`config.mk`:
```
export PLATFORM = sky130hd
export DESIGN_NAME = scsc_top
export DESIGN_NICKNAME = d
export VERILOG_FILES = /design/src/scsc_pkg.sv /design/src/scsc_top.sv /design/src/scsc_divider.sv /design/src/scsc_sequencer.sv
export SDC_FILE = /design/constraint.sdc
export NUM_CORES = 1
export LEC_CHECK = 0
export BUFFER_PORTS_ARGS = -buffer_cell sky130_fd_sc_hd__buf_2
export CELL_PAD_IN_SITES_DETAIL_PLACEMENT = 1
export CELL_PAD_IN_SITES_GLOBAL_PLACEMENT = 1
export CORE_ASPECT_RATIO = 1.1
export CORE_MARGIN = 8
export CORE_UTILIZATION = 36
export DETAILED_ROUTE_END_ITERATION = 7
export PLACE_DENSITY_LB_ADDON = 0.1
export SYNTH_ARGS = -nofsm -noshare
export SYNTH_HDL_FRONTEND = slang
export SYNTH_SLANG_ARGS = --single-unit
```
`constraint.sdc`:
```
create_clock -name core_clk_i -period 3 [get_ports core_clk_i]
set_input_delay 0.9 -clock core_clk_i [delete_from_list [all_inputs] [get_ports core_clk_i]]
set_output_delay 0.9 -clock core_clk_i [all_outputs]
set_load 0.005 [all_outputs]
```
`src/scsc_pkg.sv`:
```
/*
 holds the constants shared by the clock controller and its helpers.
 assumes nothing of its surroundings; imported by name only.
*/
package scsc_pkg;
   // ------------------------------------------------------------
   // divider structure
   // ------------------------------------------------------------
   localparam int PRESCALE_DIV = 3;
   localparam int DIV_STAGES = 21;
   localparam int DIV_ENTRY_STAGE = 7;
   localparam int PRE_W = 2;
   localparam logic [PRE_W-1:0] PRE_LAST = 2'h2;
   localparam logic [PRE_W-1:0] PRE_RESET = 2'h0;
   localparam logic [20:0] DIV_RESET = 21'h000000;
   // ------------------------------------------------------------
   // machine cycle
   // ------------------------------------------------------------
   localparam int STATES_PER_CYCLE = 4;
   localparam int MAX_INSTR_CYCLES = 15;
   localparam logic [3:0] CYC_RESET = 4'h1;
   // ------------------------------------------------------------
   // stop warm-up and reset output
   // ------------------------------------------------------------
   localparam logic [1:0] WARM_3X16 = 2'h0;
   localparam logic [1:0] WARM_1X16 = 2'h1;
   localparam int WARM_TAP = 16;
   localparam int RST_OUT_TAP = 10;
   typedef enum logic [1:0]
   {
      SCSC_NORMAL = 2'b00,
      SCSC_IDLE = 2'b01,
      SCSC_STOP = 2'b10,
      SCSC_WARM = 2'b11
   } scsc_mode_t;
endpackage

```
`src/scsc_top.sv`:
```
/*
 holds the system clock and stand-by controller of an 8-bit core:
 timing generator, machine cycle sequencer, normal/idle/stop control.
 assumes one high-frequency clock; the cpu and peripherals use the
 enables here rather than gated clocks.
*/
// Functional notes
// - prescaler by three feeds a 21-stage divider, plus sequencer
// - reset and stop exit clear the divider; stop exit keeps the prescaler, reset clears it
// - clock divided by 256 enters the seventh divider stage; the code feeds fc/3 to the first stage instead
// - machine cycle is four states of one main clock each
// - instructions last one to fifteen machine cycles
// - one machine cycle is four high-frequency clocks
// - cpu and peripherals advance on the main clock enable
// - supplies main, base timer, watchdog, timer, warm-up, reset clocks
// - normal mode runs cpu and peripherals on the fast clock
// - idle keeps peripherals running, stops cpu and watchdog
// - writing the idle bit in control two enters idle
// - peripheral or external interrupt ends idle
// - with master enable set, interrupt is serviced first
// - with master enable clear, next instruction runs, no service
// - reset pin is input plus open output for internal resets
// - stop bit in control one stops everything
// - stop pin by level or edge releases stop after warm-up
`timescale 1ns/1ps
module scsc_top
#(
   parameter int STAGES = scsc_pkg::DIV_STAGES,
   parameter int RST_OUT_TAP = scsc_pkg::RST_OUT_TAP
)
(
   // clock and reset
   input wire logic core_clk_i,
   input wire logic rst_i,
   // system_control_one bits
   input wire logic stop_set_i,
   input wire logic stop_level_mode_i,
   input wire logic [1:0] warm_sel_i,
   input wire logic slow_warm_i,
   // system_control_two bits
   input wire logic idle_set_i,
   // interrupts and flags
   input wire logic irq_i,
   input wire logic interrupt_master_enable_flag_i,
   input wire logic stop_pin_i,
   // cpu instruction length
   input wire logic [3:0] instr_len_i,
   // internal reset sources
   input wire logic wdt_reset_i,
   input wire logic trap_reset_i,
   input wire logic sysclk_reset_i,
   // reset pin, open-drain
   input wire logic reset_pin_in_i,
   output logic reset_pin_out_o,
   output logic reset_pin_oe_o,
   output logic int_reset_o,
   // clock enables
   output logic cpu_clk_en_o,
   output logic periph_clk_en_o,
   output logic wdt_clk_en_o,
   output logic [STAGES-1:0] div_tick_o,
   output logic warm_done_o,
   // machine cycle status
   output logic [1:0] cycle_state_o,
   output logic cycle_state_first_o,
   output logic cycle_state_last_o,
   output logic instr_end_o,
   // stand-by status
   output logic [1:0] mode_o,
   output logic idle_flag_o,
   output logic irq_service_o,
   output logic resume_next_o
);
   scsc_pkg::scsc_mode_t mode;
   scsc_pkg::scsc_mode_t next_mode;
   logic [STAGES-1:0] div;
   logic [STAGES-1:0] tick;
   logic osc_run;
   logic div_clear;
   logic seq_run;
   logic cycle_end;
   logic seq_end;
   logic [1:0] seq_state;
   logic stop_pin_q;
   logic stop_release;
   logic warm_hit;
   logic [1:0] warm_count;
   logic [1:0] warm_need;
   logic rst_hold;
   logic int_rst_req;

   // ------------------------------------------------------------
   // timing generator
   // ------------------------------------------------------------
   // oscillator off in stop; prescaler and divider both stand still then
   assign osc_run = (mode != scsc_pkg::SCSC_STOP);
   assign div_clear = (mode == scsc_pkg::SCSC_STOP) && stop_release;

   // stage 0 input is fc/3 from the prescaler, so stage 7 input is fc/384;
   // the taps follow a plain binary chain; tap index names the stage output
   scsc_divider #(
      .STAGES(STAGES)
   ) u_div (
      .core_clk_i(core_clk_i),
      .rst_i(rst_i),
      .clear_i(div_clear),
      .run_i(osc_run),
      .div_o(div),
      .tick_o(tick)
   );

   // ------------------------------------------------------------
   // machine cycle sequencer
   // ------------------------------------------------------------
   // cpu side only advances in normal; peripherals keep the clock in idle too
   assign seq_run = (mode == scsc_pkg::SCSC_NORMAL);

   scsc_sequencer u_seq (
      .core_clk_i(core_clk_i),
      .rst_i(rst_i),
      .run_i(seq_run),
      .instr_len_i(instr_len_i),
      .state_o(seq_state),
      .cycle_end_o(cycle_end),
      .instr_end_o(seq_end)
   );

   // ------------------------------------------------------------
   // stop release detection
   // ------------------------------------------------------------
   always_ff @(posedge core_clk_i or posedge rst_i)
      if (rst_i)
         stop_pin_q <= 1'b0;
      else
         stop_pin_q <= stop_pin_i;

   assign stop_release = stop_level_mode_i ? stop_pin_i
                         : (stop_pin_i && !stop_pin_q);

   // warm-up: 2^15 or 5 x 2^15 divider periods from the cleared divider (doubled when slow)
   assign warm_hit = tick[scsc_pkg::WARM_TAP - 1 + (slow_warm_i ? 1 : 0)];
   assign warm_need = (warm_sel_i == scsc_pkg::WARM_3X16) ? 2'h3 : 2'h1;

   always_ff @(posedge core_clk_i or posedge rst_i)
      if (rst_i)
         warm_count <= 2'h0;
      else if (mode != scsc_pkg::SCSC_WARM)
         warm_count <= 2'h0;
      else if (warm_hit)
         warm_count <= warm_count + 2'h1;

   // ------------------------------------------------------------
   // stand-by mode control
   // ------------------------------------------------------------
   always_comb
   begin
      next_mode = mode;
      unique case (mode)
         scsc_pkg::SCSC_NORMAL:
         begin
            if (stop_set_i && seq_end)
               next_mode = scsc_pkg::SCSC_STOP;
            else if (idle_set_i && seq_end)
               next_mode = scsc_pkg::SCSC_IDLE;
         end
         scsc_pkg::SCSC_IDLE:
         begin
            if (irq_i)
               next_mode = scsc_pkg::SCSC_NORMAL;
         end
         scsc_pkg::SCSC_STOP:
         begin
            if (stop_release)
               next_mode = scsc_pkg::SCSC_WARM;
         end
         scsc_pkg::SCSC_WARM:
         begin
            if (warm_hit && (warm_count + 2'h1 >= warm_need))
               next_mode = scsc_pkg::SCSC_NORMAL;
         end
      endcase
   end

   always_ff @(posedge core_clk_i or posedge rst_i)
      if (rst_i)
         mode <= scsc_pkg::SCSC_NORMAL;
      else
         mode <= next_mode;

   // ------------------------------------------------------------
   // idle release outcome
   // ------------------------------------------------------------
   always_ff @(posedge core_clk_i or posedge rst_i)
      if (rst_i)
      begin
         irq_service_o <= 1'b0;
         resume_next_o <= 1'b0;
         idle_flag_o <= 1'b0;
         warm_done_o <= 1'b0;
      end
      else
      begin
         irq_service_o <= (mode == scsc_pkg::SCSC_IDLE) && irq_i
                          && interrupt_master_enable_flag_i;
         resume_next_o <= (mode == scsc_pkg::SCSC_IDLE) && irq_i
                          && !interrupt_master_enable_flag_i;
         idle_flag_o <= (next_mode == scsc_pkg::SCSC_IDLE);
         warm_done_o <= (mode == scsc_pkg::SCSC_WARM)
                        && (next_mode == scsc_pkg::SCSC_NORMAL);
      end

   // ------------------------------------------------------------
   // reset pin: open output stretched by a divider tap
   // ------------------------------------------------------------
   assign int_rst_req = wdt_reset_i || trap_reset_i || sysclk_reset_i;

   // hold until the release-clock tap ticks, so the pulse is seen off-chip
   always_ff @(posedge core_clk_i or posedge rst_i)
      if (rst_i)
         rst_hold <= 1'b0;
      else if (int_rst_req)
         rst_hold <= 1'b1;
      else if (tick[RST_OUT_TAP])
         rst_hold <= 1'b0;

   assign reset_pin_out_o = 1'b0;
   assign reset_pin_oe_o = rst_hold;
   assign int_reset_o = rst_hold || !reset_pin_in_i;

   // ------------------------------------------------------------
   // clock enables and status
   // ------------------------------------------------------------
   assign cpu_clk_en_o = seq_run;
   assign periph_clk_en_o = (mode == scsc_pkg::SCSC_NORMAL)
                            || (mode == scsc_pkg::SCSC_IDLE);
   assign wdt_clk_en_o = seq_run;
   assign div_tick_o = tick;
   assign cycle_state_o = seq_state;
   assign cycle_state_first_o = seq_run && (seq_state == 2'h0);
   assign cycle_state_last_o = cycle_end;
   assign instr_end_o = seq_end;
   assign mode_o = mode;
endmodule

```
`src/scsc_divider.sv`:
```
/*
 holds the divide-by-3 prescaler and the binary ripple-free divider chain.
 assumes a synchronous clear from the controller on leaving stop.
*/
`timescale 1ns/1ps
module scsc_divider
#(
   parameter int STAGES = scsc_pkg::DIV_STAGES
)
(
   // clock and reset
   input wire logic core_clk_i,
   input wire logic rst_i,
   // control
   input wire logic clear_i,
   input wire logic run_i,
   // taps
   output logic [STAGES-1:0] div_o,
   output logic [STAGES-1:0] tick_o
);
   logic [scsc_pkg::PRE_W-1:0] pre;
   logic pre_tick;
   logic [STAGES-1:0] next_div;

   // ------------------------------------------------------------
   // prescaler: left running on stop exit, reset only clears it
   // ------------------------------------------------------------
   always_ff @(posedge core_clk_i or posedge rst_i)
      if (rst_i)
         pre <= scsc_pkg::PRE_RESET;
      else if (run_i)
         pre <= (pre == scsc_pkg::PRE_LAST) ? scsc_pkg::PRE_RESET
                : pre + 2'h1;

   assign pre_tick = run_i && (pre == scsc_pkg::PRE_LAST);

   // ------------------------------------------------------------
   // divider chain
   // ------------------------------------------------------------
   assign next_div = div_o + {{(STAGES-1){1'b0}}, pre_tick};

   always_ff @(posedge core_clk_i or posedge rst_i)
      if (rst_i)
         div_o <= '0;
      else if (clear_i)
         div_o <= '0;
      else
         div_o <= next_div;

   // one-cycle rising event per stage output
   genvar g;
   generate
      for (g = 0; g < STAGES; g++)
      begin : gen_tick
         assign tick_o[g] = next_div[g] && !div_o[g] && pre_tick;
      end
   endgenerate
endmodule

```
`src/scsc_sequencer.sv`:
```
/*
 holds the machine cycle sequencer: four states per machine cycle and
 an instruction-length counter of up to fifteen cycles.
 assumes the cpu presents the length of each new instruction.
*/
`timescale 1ns/1ps
module scsc_sequencer
(
   // clock and reset
   input wire logic core_clk_i,
   input wire logic rst_i,
   // control
   input wire logic run_i,
   input wire logic [3:0] instr_len_i,
   // status
   output logic [1:0] state_o,
   output logic cycle_end_o,
   output logic instr_end_o
);
   logic [3:0] cyc;

   assign cycle_end_o = run_i && (state_o == 2'h3);
   assign instr_end_o = cycle_end_o && (cyc <= 4'h1);

   // ------------------------------------------------------------
   // states: one main clock each
   // ------------------------------------------------------------
   always_ff @(posedge core_clk_i or posedge rst_i)
      if (rst_i)
         state_o <= 2'h0;
      else if (run_i)
         state_o <= state_o + 2'h1;

   // ------------------------------------------------------------
   // cycles left in this instruction
   // ------------------------------------------------------------
   always_ff @(posedge core_clk_i or posedge rst_i)
      if (rst_i)
         cyc <= scsc_pkg::CYC_RESET;
      else if (instr_end_o)
         cyc <= (instr_len_i == 4'h0) ? 4'h1 : instr_len_i;
      else if (cycle_end_o)
         cyc <= cyc - 4'h1;
endmodule

```
==> out/summary.txt <==
share of layout cells above drive strength 1 - 39.0%
wire length per cell - 15.1 um
Final Max Tran Viols - 0
Num CTS Buffers - 5
power per cell area - 420 nW/um^2
reg2reg path depth - 12
Layout area overhead - 33.0%
final core utilization - 49.1%
root buf cell - clkbuf_8
post-synthesis net count - 285
CP required - 2100 ps
crit path launch type - flop
max-cap violation count - 0
Post-synth ARST share - 100%
relative slew slack - 64.6%
Worst R2R End - idle_flag_o
leading area contributor after synthesis - dfrtp_1
Clock Sinks - 39
Global Route Usage Sum - 13.8%
Synth top area share - 42.1%
area of the multi-input gates - 1300 sq um
worst r2r src - u_div.pre[0]
Worst Path Max Fanout - 6
Cell variety after synth - 42
largest net degree at the start of global routing - 40
Hold WS - 554 ps
failing checks - setup timing
CTS tree - built
Die X - 91.5 um
Worst Setup SP - u_div.pre[0]
Mapped Area - 2260 sq um
# hold bufs at CTS - 0
count of final hold-check violations - 0
area of the die - 9070 sq um
total length of routed wires - 5.89 mm
CP endpoint kind - output pin
overall die height - 99.1 um
Final WS setup - -240 ps
Leakage - 1.61 nW
Register Area - 977 sq um
commonest non-fill, non-tap cell in the layout - buf_2
final net count - 355
CP Class - reg -> out
drt pass-1 iters - 4
Synthesis Warnings - 0
cell depth of the worst min-delay path - 2
DR iter-0 viols - 39
Post-synth EDFFs - 0
clock latency on the worst-skew pair - 290 ps
flop and latch count out of synthesis - 39
Post-DP HPWL - 4.12 mm
I/O Buffers - 55
fmax - 0.309 GHz
skew final - 8.60 ps
worst-case clock buffer depth - 2
Cells after Synth - 239
FILL cells - 734
gr ovfl total - 0
fin crit period - 3240 ps
Synth area leaders - dfrtp_1 (42%), ha_1 (15%), and3_1 (7.8%)
core area - 6120 sq um
Clock Pin Slew Worst Setup and Hold Paths - 80 ps
outcome - finished, violations left
GPL Wtd Cong - 0.761
CP Data Arrival Time - 2340 ps
Final Cycle Share - 108%
Top FF cell, synth - dfrtp_1
r2r setup slk - 280 ps
vias in the first global route - 2188
Rows - 30
Worst-Margin Slew - 530 ps
syn avg cell area - 9.45 sq um
Worst VDD drop - 0.000203 V
first-pass GRT wire length - 10.2 mm
antenna violations before repair - 0
# IOs - 57
ant diodes - 0
CTS H-tree lvls - 2
unrepaired setup endpoints after global routing - true
initial core utilization - 36.9%
Residual DRC - 0
post-route ant nets - 0
# setup viols final - 16
min-delay worst type - reg -> reg
routed vias - 1926
most frequent cells in the layout - buf_2 (54), dfrtp_1 (38), nor2_1 (32), inv_1 (29), and3_1 (23)
CP endpoint - div_tick_o[20]
sequential cell area fraction in the yosys report - 43.2%
Vias/cell - 4.94
per-stage QoR:
stage	setup TNS, ps	setup WS [ps]	instances	instance area (sq um)	total power [mW]
2_1_floorplan	-28.4	-18.4	239	2340	0.814
3_3_place_gp	0	40.0	373	2710	0.913
3_5_place_dp	-57.6	-29.3	373	2710	0.924
4_1_cts	-3040	-285	388	2970	1.29
5_1_grt	-4700	-368	390	3010	1.36
6_report	-2670	-240	390	3010	1.26
repair_timing:
| item | 4_1_cts | 5_1_grt |
|---|---|---|
| pin swaps | 14 | 5 |
| resized for setup | 29 | 5 |
| buffers inserted | 7 | 2 |
| endpoints found under the setup margin | 16 | 17 |
report_power, final:
part	internal, mW	total, mW	switching [mW]
clock network	0.159	0.350	0.191
registers	0.574	0.618	0.0433
logic	0.131	0.294	0.163
cell type report:
cell class | count | area share (%)
Clock buffer | 5 | 2.29
Clock inverter | 3 | 0.500
Inverter | 30 | 3.91
Multi-Input combinational cell | 160 | 43.2
Sequential cell | 39 | 32.5
Tap cell | 80 | 3.33
Timing Repair Buffer | 73 | 14.2
routing by layer:
layer	track usage, %	wire (um)	vias up
li1	-	-	932
met1	15.4	2570	942
met2	24.5	3000	44
met3	3.54	229	8
met4	4.92	91	0
met5	0	0	-
kinds of logic after synthesis:
family,Yosys count,synth area share [%]
other cells,1,0.166
fa+ha+maj,27,14.9
buf+inv,40,7.64
mux,1,0.498
compound gates,19,6.37
simple gates,109,26.0
xor+xnor,3,1.16
flops,39,43.2
critical path, stage by stage, from the launching register on:
cell and delay, ps:
dfrtp_1 380, and2b_2 210, and2_4 150, ha_4 150, ha_4 130, and3_4 190
and4_4 250, nand4_1 90, nor2_1 120, ha_2 170, and3_1 120, buf_2 100
synth_stat cells (3+ instances only):
library cell	instances
and3_1	28
nor3_1	6
and4_1	5
nor2b_1	5
inv_1	29
o211ai_1	3
nor2_1	35
clkbuf_1	5
dfrtp_1	38
o21ai_0	3
nand2_1	11
and2_1	5
ha_1	27
state kept, by name, summed over array words and instances, names as in the netlist:
| register | cells |
|---|---|
| u_div.div_o | 21 |
| reset_pin_oe_o | 1 |
| u_seq.cyc | 4 |
| warm_done_o | 1 |
| idle_flag_o | 1 |
| irq_service_o | 1 |
| resume_next_o | 1 |
| mode_o | 2 |
| warm_count | 2 |
| stop_pin_q | 1 |
| u_seq.state_o | 2 |
| u_div.pre | 2 |
worst min path at each step:
stage,start,end
2_1_floorplan,u_div.pre[1],u_div.pre[1]
3_3_place_gp,reset_pin_oe_o,reset_pin_oe_o
3_5_place_dp,reset_pin_oe_o,reset_pin_oe_o
4_1_cts,reset_pin_oe_o,reset_pin_oe_o
5_1_grt,reset_pin_oe_o,reset_pin_oe_o
6_report,reset_pin_oe_o,reset_pin_oe_o
(Power assumes the default switching activity.)
